File: src/rtl/pdk_consts.svh
// Constants for the keep-alive command interpreter: timing, codes, offsets.
`ifndef PDK_CONSTS_SVH
`define PDK_CONSTS_SVH
// System clock rate and the fixed serial bit rate.
`define PDK_CLK_HZ        40000000
`define PDK_BAUD_BPS      9600
// Cycles per bit time, rounded to nearest: 4167 cycles, 9599 bps.
`define PDK_BIT_CYC       ((`PDK_CLK_HZ + `PDK_BAUD_BPS / 2) / `PDK_BAUD_BPS)
// Keep-alive pulse high and low times in microseconds.
`define PDK_SHORT_ON_US   10000
`define PDK_SHORT_OFF_US  290000
`define PDK_LONG_ON_US    80000
`define PDK_LONG_OFF_US   220000
// Microseconds to clock cycles, scaled first to avoid 32-bit overflow.
`define PDK_US2CYC(t)     ((t) * (`PDK_CLK_HZ / 1000000))
// Command codes received on the serial input.
`define PDK_CMD_TIER      8'h01
`define PDK_CMD_STATUS    8'h02
`define PDK_CMD_VOLT      8'h03
`define PDK_CMD_KA_ON     8'h04
`define PDK_CMD_KA_OFF    8'h05
// Register byte offsets on the bus.
`define PDK_OFS_INFO      8'h00
`define PDK_OFS_VCODE     8'h04
`define PDK_OFS_STATE     8'h08
// Field positions inside the information register.
`define PDK_INFO_STYLE    8
`define PDK_INFO_AUTO     9
`define PDK_INFO_CNT      12
// Reset value of the writable registers.
`define PDK_RST_REG       32'h0000_0000
`endif

File: src/rtl/pdk_pkg.sv
// Types shared by the keep-alive command interpreter.
package pdk_pkg;
  // Response sequencer states.
  typedef enum logic [1:0] {
    ST_IDLE,
    ST_SECOND,
    ST_BUSY
  } pdk_state_t;
endpackage

File: src/rtl/pdk_top.sv
// Serial command interpreter with keep-alive pulse generation on the TX pin.
// What this block does
// - Serial link runs at fixed 9600 bps.
// - Frame: start, eight bits LSB first, stop.
// - Device bit rate stays within 9433 to 9827.
// - Code 0x01 returns requested and granted tier.
// - Status bit 5 gives the supported pulse style.
// - Status bit 4 shows automatic tier request.
// - Status bits 2:0 give classification pulse count.
// - Status bits 7:6 and 3 send zero.
// - Code 0x03 returns voltage high then low.
// - Code 0x04 starts pulses, sends no response.
// - Code 0x05 stops pulses, restores serial use.
// - Active pulses toggle the transmit pin.
// - Pulse length follows the supported style.
// - Pulses never start without the enable command.
// - Disable command gets no response byte.
`include "pdk_consts.svh"
module pdk_top
  import pdk_pkg::*;
#(
  parameter int BIT_CYC   = `PDK_BIT_CYC,                      // Cycles per bit.
  parameter int SHORT_ON  = `PDK_US2CYC(`PDK_SHORT_ON_US),     // Short pulse high.
  parameter int SHORT_OFF = `PDK_US2CYC(`PDK_SHORT_OFF_US),    // Short pulse low.
  parameter int LONG_ON   = `PDK_US2CYC(`PDK_LONG_ON_US),      // Long pulse high.
  parameter int LONG_OFF  = `PDK_US2CYC(`PDK_LONG_OFF_US)      // Long pulse low.
) (
  input  wire logic        clk_i,        // System clock, 40 MHz.
  input  wire logic        rst_i,        // Synchronous reset, active high.
  input  wire logic        wb_cyc_i,     // Bus cycle in progress.
  input  wire logic        wb_stb_i,     // Bus strobe.
  input  wire logic        wb_we_i,      // Bus write enable.
  input  wire logic [7:0]  wb_adr_i,     // Bus byte address.
  input  wire logic [3:0]  wb_sel_i,     // Bus byte lane selects.
  input  wire logic [31:0] wb_dat_i,     // Bus write data.
  output logic      [31:0] wb_dat_o,     // Bus read data.
  output logic             wb_ack_o,     // Bus acknowledge.
  input  wire logic        rx_i,         // Serial command input.
  output logic             tx_o,         // Serial response or pulse output.
  output logic             ka_active_o   // Keep-alive generation running.
);

  // Information register: tiers, pulse style, autoclass flag, pulse count.
  logic [31:0] info_q;
  // Voltage code register, reported high byte first.
  logic [31:0] vcode_q;
  // Last command code that was taken.
  logic [7:0]  last_cmd_q;
  // Response sequencer state.
  pdk_state_t  st_q;
  // Transmit request towards the serial transmitter.
  logic        tx_start_q;
  // Byte handed to the serial transmitter.
  logic [7:0]  tx_data_q;
  // Keep-alive generation enable.
  logic        ka_q;
  // Current keep-alive pin level.
  logic        ka_lvl_q;
  // Cycles left in the current keep-alive phase.
  logic [23:0] ka_tmr_q;
  // Serial transmitter line and busy flag.
  logic        tx_line;
  logic        tx_busy;
  // Receiver byte, strobe and busy flag.
  logic [7:0]  rx_byte;
  logic        rx_valid;
  logic        rx_busy;
  // A received byte is taken as a command only when nothing is pending.
  logic        cmd_take;
  // Bus request that has not yet been answered.
  logic        wb_req;

  // Merge bus write data into a register, honouring the byte lanes.
  function automatic logic [31:0] lane_merge(input logic [31:0] old_v,
                                             input logic [31:0] new_v,
                                             input logic [3:0]  sel);
    logic [31:0] res;
    res = old_v;
    for (int i = 0; i < 4; i++) begin
      if (sel[i]) begin
        res[i*8 +: 8] = new_v[i*8 +: 8];
      end
    end
    return res;
  endfunction

  // The status byte: reserved bits forced to zero.
  function automatic logic [7:0] status_byte(input logic [31:0] info);
    status_byte = {2'b00,
                   info[`PDK_INFO_STYLE],
                   info[`PDK_INFO_AUTO],
                   1'b0,
                   info[`PDK_INFO_CNT +: 3]};
  endfunction

  // Serial receiver for command bytes; the rate is fixed by a parameter
  // and cannot be changed from the bus.
  pdk_uart_rx #(
    .BIT_CYC (BIT_CYC)
  ) u_rx (
    .clk_i   (clk_i),
    .rst_i   (rst_i),
    .rx_i    (rx_i),
    .byte_o  (rx_byte),
    .valid_o (rx_valid),
    .busy_o  (rx_busy)
  );

  // Serial transmitter for response bytes; 4167 cycles give 9599 bps,
  // well inside the tolerated band of the far receiver.
  pdk_uart_tx #(
    .BIT_CYC (BIT_CYC)
  ) u_tx (
    .clk_i   (clk_i),
    .rst_i   (rst_i),
    .start_i (tx_start_q),
    .data_i  (tx_data_q),
    .line_o  (tx_line),
    .busy_o  (tx_busy)
  );

  // Commands are only taken while no response is queued or on the line.
  assign cmd_take = rx_valid && (st_q == ST_IDLE) && !tx_busy && !tx_start_q;

  // Unanswered bus request: the answer comes one cycle after it appears.
  assign wb_req = wb_cyc_i && wb_stb_i && !wb_ack_o;

  // Bus acknowledge, one cycle per request, dropped the cycle after.
  always_ff @(posedge clk_i) begin
    if (rst_i) begin
      wb_ack_o <= 1'b0;
    end else begin
      wb_ack_o <= wb_req;
    end
  end

  // Writable registers, updated at the edge where the master samples ack high,
  // so a write lands exactly when the transfer completes; an unmapped address
  // ignores the write.
  always_ff @(posedge clk_i) begin
    if (rst_i) begin
      info_q  <= `PDK_RST_REG;
      vcode_q <= `PDK_RST_REG;
    end else if (wb_cyc_i && wb_stb_i && wb_ack_o && wb_we_i) begin
      if (wb_adr_i == `PDK_OFS_INFO) begin
        info_q <= lane_merge(info_q, wb_dat_i, wb_sel_i);
      end
      if (wb_adr_i == `PDK_OFS_VCODE) begin
        vcode_q <= lane_merge(vcode_q, wb_dat_i, wb_sel_i);
      end
    end
  end

  // Read data; an unmapped address reads as zero.
  always_ff @(posedge clk_i) begin
    if (rst_i) begin
      wb_dat_o <= 32'h0000_0000;
    end else if (wb_req && !wb_we_i) begin
      case (wb_adr_i)
        `PDK_OFS_INFO:  wb_dat_o <= info_q;
        `PDK_OFS_VCODE: wb_dat_o <= vcode_q;
        `PDK_OFS_STATE: wb_dat_o <= {16'h0000, last_cmd_q, 5'h00, rx_busy,
                                     (st_q != ST_IDLE) || tx_busy, ka_q};
        default:        wb_dat_o <= 32'h0000_0000;
      endcase
    end
  end

  // Remember the last command taken, for software to inspect.
  always_ff @(posedge clk_i) begin
    if (rst_i) begin
      last_cmd_q <= 8'h00;
    end else if (cmd_take) begin
      last_cmd_q <= rx_byte;
    end
  end

  // Response sequencer: queues one or two bytes per read command.
  always_ff @(posedge clk_i) begin
    if (rst_i) begin
      st_q       <= ST_IDLE;
      tx_start_q <= 1'b0;
      tx_data_q  <= 8'h00;
    end else begin
      tx_start_q <= 1'b0;
      case (st_q)
        ST_IDLE: begin
          // While pulses run the pin is not serial, so reads go unanswered.
          if (cmd_take && !ka_q) begin
            case (rx_byte)
              `PDK_CMD_TIER: begin
                tx_start_q <= 1'b1;
                tx_data_q  <= info_q[7:0];
                st_q       <= ST_BUSY;
              end
              `PDK_CMD_STATUS: begin
                tx_start_q <= 1'b1;
                tx_data_q  <= status_byte(info_q);
                st_q       <= ST_BUSY;
              end
              `PDK_CMD_VOLT: begin
                tx_start_q <= 1'b1;
                tx_data_q  <= vcode_q[15:8];
                st_q       <= ST_SECOND;
              end
              default: begin
                // Enable, disable and unknown codes send nothing.
                st_q <= ST_IDLE;
              end
            endcase
          end
        end
        ST_SECOND: begin
          // Second voltage byte follows once the first has been sent.
          if (!tx_busy && !tx_start_q) begin
            tx_start_q <= 1'b1;
            tx_data_q  <= vcode_q[7:0];
            st_q       <= ST_BUSY;
          end
        end
        ST_BUSY: begin
          // Wait for the last byte to leave before taking a new command.
          if (!tx_busy && !tx_start_q) begin
            st_q <= ST_IDLE;
          end
        end
        default: begin
          st_q <= ST_IDLE;
        end
      endcase
    end
  end

  // Keep-alive enable: set only by the host's enable command, cleared by its disable command or by reset.
  always_ff @(posedge clk_i) begin
    if (rst_i) begin
      ka_q <= 1'b0;
    end else if (cmd_take && rx_byte == `PDK_CMD_KA_ON) begin
      ka_q <= 1'b1;
    end else if (cmd_take && rx_byte == `PDK_CMD_KA_OFF) begin
      ka_q <= 1'b0;
    end
  end

  // Pulse timer: high and low phase lengths follow the supported style.
  always_ff @(posedge clk_i) begin
    if (rst_i) begin
      ka_lvl_q <= 1'b1;
      ka_tmr_q <= 24'h000000;
    end else if (!ka_q) begin
      // Start each run with a fresh high phase.
      ka_lvl_q <= 1'b1;
      ka_tmr_q <= info_q[`PDK_INFO_STYLE] ? 24'(SHORT_ON - 1)
                                          : 24'(LONG_ON - 1);
    end else if (ka_tmr_q != 24'h000000) begin
      ka_tmr_q <= ka_tmr_q - 24'h000001;
    end else begin
      ka_lvl_q <= !ka_lvl_q;
      if (ka_lvl_q) begin
        ka_tmr_q <= info_q[`PDK_INFO_STYLE] ? 24'(SHORT_OFF - 1)
                                            : 24'(LONG_OFF - 1);
      end else begin
        ka_tmr_q <= info_q[`PDK_INFO_STYLE] ? 24'(SHORT_ON - 1)
                                            : 24'(LONG_ON - 1);
      end
    end
  end

  // Output pin: pulse level while keep-alive runs, serial line otherwise.
  always_ff @(posedge clk_i) begin
    if (rst_i) begin
      tx_o <= 1'b1;
    end else begin
      tx_o <= ka_q ? ka_lvl_q : tx_line;
    end
  end

  // Keep-alive state mirrored to a pin.
  always_ff @(posedge clk_i) begin
    if (rst_i) begin
      ka_active_o <= 1'b0;
    end else begin
      ka_active_o <= ka_q;
    end
  end
endmodule // pdk_top

File: src/rtl/pdk_uart_tx.sv
// Serial transmitter: one start bit, eight data bits LSB first, one stop bit.
module pdk_uart_tx #(
  parameter int BIT_CYC = 4167  // Clock cycles per bit time.
) (
  input  wire logic       clk_i,    // System clock.
  input  wire logic       rst_i,    // Synchronous reset, active high.
  input  wire logic       start_i,  // Pulse: send data_i when idle.
  input  wire logic [7:0] data_i,   // Byte to send.
  output logic            line_o,   // Serial line, idle high.
  output logic            busy_o    // High while a frame is on the way.
);
  logic [9:0]  shf_q;  // Frame bits still to send.
  logic [3:0]  cnt_q;  // Bits already finished.
  logic [15:0] tmr_q;  // Cycle count inside a bit.

  // Load the ten-bit frame and shift it out one bit time at a time.
  always_ff @(posedge clk_i) begin
    if (rst_i) begin
      busy_o <= 1'b0;
      shf_q  <= 10'h3FF;
      cnt_q  <= 4'h0;
      tmr_q  <= 16'h0000;
    end else if (!busy_o) begin
      if (start_i) begin
        busy_o <= 1'b1;
        shf_q  <= {1'b1, data_i, 1'b0};
        cnt_q  <= 4'h0;
        tmr_q  <= 16'h0000;
      end
    end else if (tmr_q == 16'(BIT_CYC - 1)) begin
      tmr_q <= 16'h0000;
      shf_q <= {1'b1, shf_q[9:1]};
      cnt_q <= cnt_q + 4'h1;
      if (cnt_q == 4'h9) begin
        busy_o <= 1'b0;
      end
    end else begin
      tmr_q <= tmr_q + 16'h0001;
    end
  end

  // The line shows the current frame bit, or idle high between frames.
  always_ff @(posedge clk_i) begin
    if (rst_i) begin
      line_o <= 1'b1;
    end else begin
      line_o <= busy_o ? shf_q[0] : 1'b1;
    end
  end
endmodule // pdk_uart_tx

File: src/rtl/pdk_uart_rx.sv
// Serial receiver: samples each bit at its centre and checks the stop bit.
module pdk_uart_rx #(
  parameter int BIT_CYC = 4167  // Clock cycles per bit time.
) (
  input  wire logic       clk_i,    // System clock.
  input  wire logic       rst_i,    // Synchronous reset, active high.
  input  wire logic       rx_i,     // Serial line, idle high.
  output logic [7:0]      byte_o,   // Last received byte.
  output logic            valid_o,  // Pulse: byte_o holds a new byte.
  output logic            busy_o    // High while a frame is being read.
);
  logic [3:0]  cnt_q;  // Bit index: 0 start, 1 to 8 data, 9 stop.
  logic [15:0] tmr_q;  // Cycles left until the next sample point.

  // Find a start edge, then sample every bit centre of the frame.
  always_ff @(posedge clk_i) begin
    if (rst_i) begin
      busy_o  <= 1'b0;
      byte_o  <= 8'h00;
      valid_o <= 1'b0;
      cnt_q   <= 4'h0;
      tmr_q   <= 16'h0000;
    end else begin
      valid_o <= 1'b0;
      if (!busy_o) begin
        if (!rx_i) begin
          busy_o <= 1'b1;
          cnt_q  <= 4'h0;
          tmr_q  <= 16'(BIT_CYC / 2);
        end
      end else if (tmr_q != 16'h0000) begin
        tmr_q <= tmr_q - 16'h0001;
      end else begin
        tmr_q <= 16'(BIT_CYC - 1);
        cnt_q <= cnt_q + 4'h1;
        if (cnt_q == 4'h0) begin
          // A start bit that is high again at its centre was a glitch.
          busy_o <= !rx_i;
        end else if (cnt_q == 4'h9) begin
          // A low stop bit is a framing error and the byte is dropped.
          busy_o  <= 1'b0;
          valid_o <= rx_i;
        end else begin
          byte_o <= {rx_i, byte_o[7:1]};
        end
      end
    end
  end
endmodule // pdk_uart_rx

File: config.mk
export PLATFORM = sky130hd
export DESIGN_NAME = pdk_top
export DESIGN_NICKNAME = d
export VERILOG_FILES = /design/src/rtl/pdk_pkg.sv /design/src/rtl/pdk_top.sv /design/src/rtl/pdk_uart_tx.sv /design/src/rtl/pdk_uart_rx.sv
export VERILOG_INCLUDE_DIRS = /design/src /design/src/rtl
export SDC_FILE = /design/constraint.sdc
export NUM_CORES = 1
export LEC_CHECK = 0
export BUFFER_PORTS_ARGS = -buffer_cell sky130_fd_sc_hd__buf_2
export CAP_MARGIN = 20
export CORE_UTILIZATION = 45
export DETAILED_ROUTE_END_ITERATION = 7
export PLACE_DENSITY = 0.69
export SYNTH_ARGS = -nofsm -noshare
export SYNTH_HDL_FRONTEND = slang
export SYNTH_SLANG_ARGS = --single-unit
File: constraint.sdc
create_clock -name clk_i -period 2.4 [get_ports clk_i]
set_clock_uncertainty 0.1 [all_clocks]
set_input_delay 0.36 -clock clk_i [delete_from_list [all_inputs] [get_ports clk_i]]
set_output_delay 0.36 -clock clk_i [all_outputs]
set_load 0.01 [all_outputs]
==> out/qor.yml, run 1 <==
synth:
  syn_nets: 1090
  synth_area_per_cell_um2: 8.97
  synth_top_area_share_pct: 44.7
  synthTopCellsByArea: "dfxtp_1 (45%), mux2i_1 (11%), nor2_1 (5.4%)"
  synthArstFlopShare_pct: 0
  yosys_most_used_dff: "dfxtp_1"
  ys_ff_latch: 205
  synth_commonest_cells: "dfxtp_1 (205), nor2_1 (132), mux2i_1 (99)"
  yosysSeqAreaShare_pct: 44.7
  yosys_warnings: 0
  netlist_instances: 1024
  synth_area_mm2: 0.00918
  yosys.cell_count.top_type: "dfxtp_1"
  synth_edf_count: 0
  yosysTopAreaCell: "dfxtp_1"
  ys_types: 66
worst_setup_path:
  critPathArrivalTime_ns: 2.52
  critPathRequiredTime_ns: 2.66
  worstPathMaxFanout: 5
  crit_slowest_cell: "or4b_4"
  critPathMaxStageDelay_ns: 0.49
  crit_chain: "ha_1, or4b_4, o41ai_4, buf_4, nor2_1, a31oi_1, a311oi_1"
  worstSetupPathType: "reg -> reg"
  r2r_start: "u_tx.tmr_q[1]"
  critPathLaunch: "u_tx.tmr_q[1]"
  end_kind: "register"
  startpoint_type: "register"
floorplan:
  die-area_mm2: 0.0210
  pin_count: 85
  chipHeight_um: 145
  start_util_pct: 46.6
  coreArea_mm2: 0.0197
  rows: 51
  die_x_um: 145
place:
  hpwl_mm: 15.2
  place_congestion: 0.822
  pre_cts_ws_ns: -0.0391
  port_buffers: 84
sta:
  fmaxAchievable_mhz: 443
  drv_slew: 0
  setup_ws_ns: 0.142
  setup_violations: 0
  tightest_slew_ns: 0.850
  finalCritPeriodShare_pct: 94.1
  finalSetupTns_ns: 0
  slew_headroom_pct: 43.3
  finalCriticalPeriod_ns: 2.26
  hold_viol: 0
drt:
  route.detailed.drc: 0
  antenna_left: 0
  first_pass_iters: 5
  vias: 7919
  wl_mm: 22.4
  routed_via_density: 5.57
  drtIter0Drc: 590
  wl_per_cell_um: 15.8
clock_tree:
  post_cts_buffers: 0
  clock_sinks: 205
  numCtsBuffers: 23
  h-tree-depth: 1
  clockBufferDepth: 3
  tritoncts: "built"
  cts.clk_slew.worst_paths_ns: 0.06
  cts_root_buf: "clkbuf_16"
  clkLatencyLatePin_ns: 0.51
global_routing:
  antenna_found_initial: 0
  first_global_vias: 7284
  grt_max_degree: 148
  grtUsageTotal_pct: 21.6
  grt_pass1_wl_mm: 36.4
  grt_overflow_total: 0
cells_and_area:
  area_growth_pct: 21.3
  fillers: 1766
  n_antenna_cell: 0
  drive_gt1_share_pct: 17.6
  layout.nets: 1209
power_and_ir_drop:
  p_leak_nw: 4.24
  power-per-cell-area_mw_per_mm2: 670
  ir_worst_vdd_uv: 553
status:
  status: "complete, no violations"
run:
  cap_violations: 0
worst_hold_path:
  hold_path.startpoint: "wb_dat_i[10]"
  holdCritPathClass: "in -> reg"
[worst paths after layout]
check | cells after the start | slack [ns] | end
min reg2reg | 1 | 0.34 | u_tx.line_o
max | 7 | 0.14 | u_tx.tmr_q[14]
min | 3 | 0.01 | info_q[10]
max reg2reg | 7 | 0.14 | u_tx.tmr_q[14]
[per-layer routing]
metal	routed length, um	GRT usage (%)	vias to the layer above	share of wire (%)
met5	0	0	-	0
met3	1150	2.99	37	5.1
met2	10400	35.0	184	47
met1	10400	29.5	3739	46
li1	-	-	3959	-
met4	484	6.98	0	2.2
[worst max-delay path, delay by kind of cell, from the launching register on]
family	cells	cell delay [ns]
buffers and inverters	1	0.21
adder cells (fa/ha/maj)	1	0.17
AND/OR/NAND/NOR	2	0.56
flip-flops	1	0.37
AO/OA/AOI/OAI	3	0.69
[layout by cell type, fill, tap and decap left out, types with 16 or more instances in the layout]
cell type and instances:
a21oi_1 42, a22oi_1 21, buf_2 83, buf_4 52, clkbuf_16 23, dfxtp_1 205, ha_1 16, inv_1 18
mux2i_1 99, nand2_1 90, nand3_1 22, nor2_1 131, nor3_1 31, o21ai_0 52
[cell type report]
class,count,area (um^2),share of cell area [%]
Tap cell,265,332,2.98
Inverter,19,71.3,0.641
Clock inverter,3,18.8,0.169
Sequential cell,205,4100,36.9
Clock buffer,35,701,6.29
Timing Repair Buffer,158,1130,10.1
Multi-Input combinational cell,736,4780,42.9
[sequential cells by signal, summed over array words and instances, names as in the netlist, 4 cells and up]
signal,count
u_tx.shf_q,9
ka_tmr_q,24
u_rx.cnt_q,4
last_cmd_q,8
u_rx.byte_o,8
u_tx.cnt_q,4
tx_data_q,8
wb_dat_o,32
info_q,32
u_tx.tmr_q,16
u_rx.tmr_q,16
vcode_q,32
[power breakdown]
part           internal, mW  leakage, nW  total (mW)  switching [mW]
Clock                  1.99        0.358        3.32            1.33
Sequential             3.47         1.66        3.53          0.0603
Combinational         0.251         2.22       0.616           0.365
Total                  5.71         4.24        7.46            1.75
[metrics by stage]
stage,total power [mW],hold WS (ns),utilization (%),instance area [um^2],cells
final,7.46,0.00973,56.5,11100,1421
after global routing,7.77,0.0225,56.5,11100,1421
after CTS,7.51,0.000554,56.4,11100,1421
after detailed placement,4.17,0.330,52.0,10300,1369
after global placement,4.16,0.324,52.0,10300,1369
after floorplan,3.97,0.315,-,9180,1024
[logic make-up after synthesis]
family                   count (synthesis)  share of synthesized area, %
AND/OR/NAND/NOR                        375                          19.8
AO/OA/AOI/OAI                          223                          16.7
flip-flops                             205                          44.7
multiplexers                            99                          10.8
buffers and inverters                   83                          3.62
XOR/XNOR                                23                          2.19
adder cells (fa/ha/maj)                 16                          2.18
[repair_timing]
action | CTS | global route
hold buffers | 14 | 0
resized for setup | 0 | 5
setup endpoints to repair | 0 | 4
endpoints found under the hold margin | 18 | 0
Power figures use the tool's default switching activity.
==> run 2, diff against run 1 <==
==> constraint.sdc (replaced) <==
create_clock -name clk_i -period 2.4 [get_ports clk_i]
set_clock_uncertainty 0.1 [all_clocks]
set_input_delay 0.48 -clock clk_i [delete_from_list [all_inputs] [get_ports clk_i]]
set_output_delay 0.48 -clock clk_i [all_outputs]
set_load 0.01 [all_outputs]
==> out/qor.yml, run 2 (synthesis gave the netlist of run 1 again) <==
status:
  status: "complete, no violations"
cells_and_area:
  final_common_cell: "dfxtp_1"
  fin_util_pct: 55.6
  drive_gt1_share_pct: 17.9
  n_antenna_cell: 0
  layout.nets: 1198
  mostFrequentLayoutCells: "dfxtp_1 (205), nor2_1 (132), mux2i_1 (99)"
  area_growth_pct: 19.5
  reg.largest.list: "info_q: 32 flops, vcode_q: 32 flops, wb_dat_o: 32 flops"
sta:
  finalCriticalPeriod_ns: 2.26
  slew_headroom_pct: 41.6
  finalCritPeriodShare_pct: 94.3
  drv_slew: 0
  setup_violations: 0
  hold_viol: 0
  setup_ws_ns: 0.136
  fmaxAchievable_mhz: 442
  tightest_slew_ns: 0.876
worst_setup_path:
  rr_worst_depth: 6
  critPathArrivalTime_ns: 2.53
  end_kind: "register"
  critPathMaxStageDelay_ns: 0.61
  startpoint_type: "register"
  r2r_end: "u_tx.tmr_q[9]"
  critPathRequiredTime_ns: 2.67
  worstSetupPathType: "reg -> reg"
  critPathCapture: "u_tx.tmr_q[9]"
  worstPathMaxFanout: 7
  r2r_start: "u_tx.tmr_q[13]"
  critPathLaunch: "u_tx.tmr_q[13]"
  crit_slowest_cell: "or4b_1"
  crit_chain: "or4b_1, o41a_1, buf_4, and2_1, a31oi_1, a311oi_1"
  reg2reg_slack_ns: 0.14
run:
  cap_violations: 0
clock_tree:
  h-tree-depth: 1
  clock_sinks: 205
  clockBufferDepth: 3
  numCtsBuffers: 23
  cts.clk_slew.worst_paths_ns: 0.06
  clkLatencyLatePin_ns: 0.51
  tritoncts: "built"
  cts_root_buf: "clkbuf_16"
  hold_buffers: 0
power_and_ir_drop:
  ir_worst_vdd_uv: 567
  power-per-cell-area_mw_per_mm2: 668
  p_leak_nw: 4.19
  power_mw: 7.33
drt:
  wl_per_cell_um: 15.8
  first_pass_iters: 6
  vias: 7830
  routed_via_density: 5.54
  wl_mm: 22.3
  drtIter0Drc: 635
  antenna_left: 0
  route.detailed.drc: 0
place:
  port_buffers: 84
  pre_cts_ws_ns: -0.163
  place_congestion: 0.822
  hpwl_mm: 15.2
worst_hold_path:
  whs_path_depth: 3
  holdCritPathClass: "in -> reg"
floorplan:
  die_x_um: 145
  chipHeight_um: 145
  start_util_pct: 46.6
  coreArea_mm2: 0.0197
  die-area_mm2: 0.0210
  pin_count: 85
  rows: 51
global_routing:
  antenna_found_initial: 0
  grtUsageTotal_pct: 21.6
  first_global_vias: 7310
  grt_overflow_total: 0
  grt_pass1_wl_mm: 36.6
  grt_max_degree: 148
## run 2: cell count changes in the layout (fill, tap and decap cells not counted), sizes merged
cell	before	now
buf	144	147
clkbuf	35	30
clkinv	3	10
dlygate4sd3	14	0
inv	19	20
## run 2: report_power, final
group	internal, mW	leakage, nW	switching (mW)	total (mW)
Combinational	0.235	2.18	0.350	0.585
Sequential	3.47	1.66	0.0585	3.52
Clock	1.83	0.349	1.39	3.22
## run 2: through the flow
stage,setup TNS [ns],cell area (um^2),hold slack (ns),cells
after floorplan,0,9180,0.315,1024
after global placement,-4.03,10300,0.325,1372
after detailed placement,-6.79,10300,0.334,1372
after CTS,0,11000,0.102,1413
after global routing,-0.00163,11000,0.109,1413
final,0,11000,0.117,1413
## run 2: area by class of cell
| type | count | area, um^2 |
|---|---|---|
| clock inverters | 11 | 65.1 |
| multi-input cells | 736 | 4770 |
| inverters | 19 | 71.3 |
| clock buffers | 30 | 622 |
| repair buffers | 147 | 1010 |
| well taps | 265 | 332 |
| flip-flops and latches | 205 | 4100 |
| fillers | 1804 | 8750 |
## run 2: repair_timing
action,in CTS,in global routing
resized for setup,0,1
hold endpoints to repair,0,0
setup buffers,0,0
endpoints found under the setup margin,0,5
## run 2: critical path: cells and delay by family (launching register included)
family	cells	cell delay, ns
compound gates	3	0.71
buf+inv	1	0.19
flops	1	0.36
simple gates	2	0.77
## run 2: per-layer routing
layer	global-route usage (%)	up-vias	wire, um
met2	35.0	164	10400
met5	0	-	0
met4	5.93	0	391
met3	3.22	28	894
met1	29.8	3697	10600
li1	-	3941	-
## run 2: how the worst min path moves through the flow
| stage | startpoint | end | slack [ns] |
|---|---|---|---|
| 2_1_floorplan | u_tx.shf_q[0] | u_tx.line_o | 0.32 |
| 4_1_cts | wb_dat_i[6] | info_q[6] | 0.10 |
| 6_report | wb_dat_i[23] | vcode_q[23] | 0.12 |
| 3_5_place_dp | u_tx.shf_q[0] | u_tx.line_o | 0.33 |
| 5_1_grt | wb_dat_i[25] | info_q[25] | 0.11 |
| 3_3_place_gp | u_tx.shf_q[0] | u_tx.line_o | 0.32 |
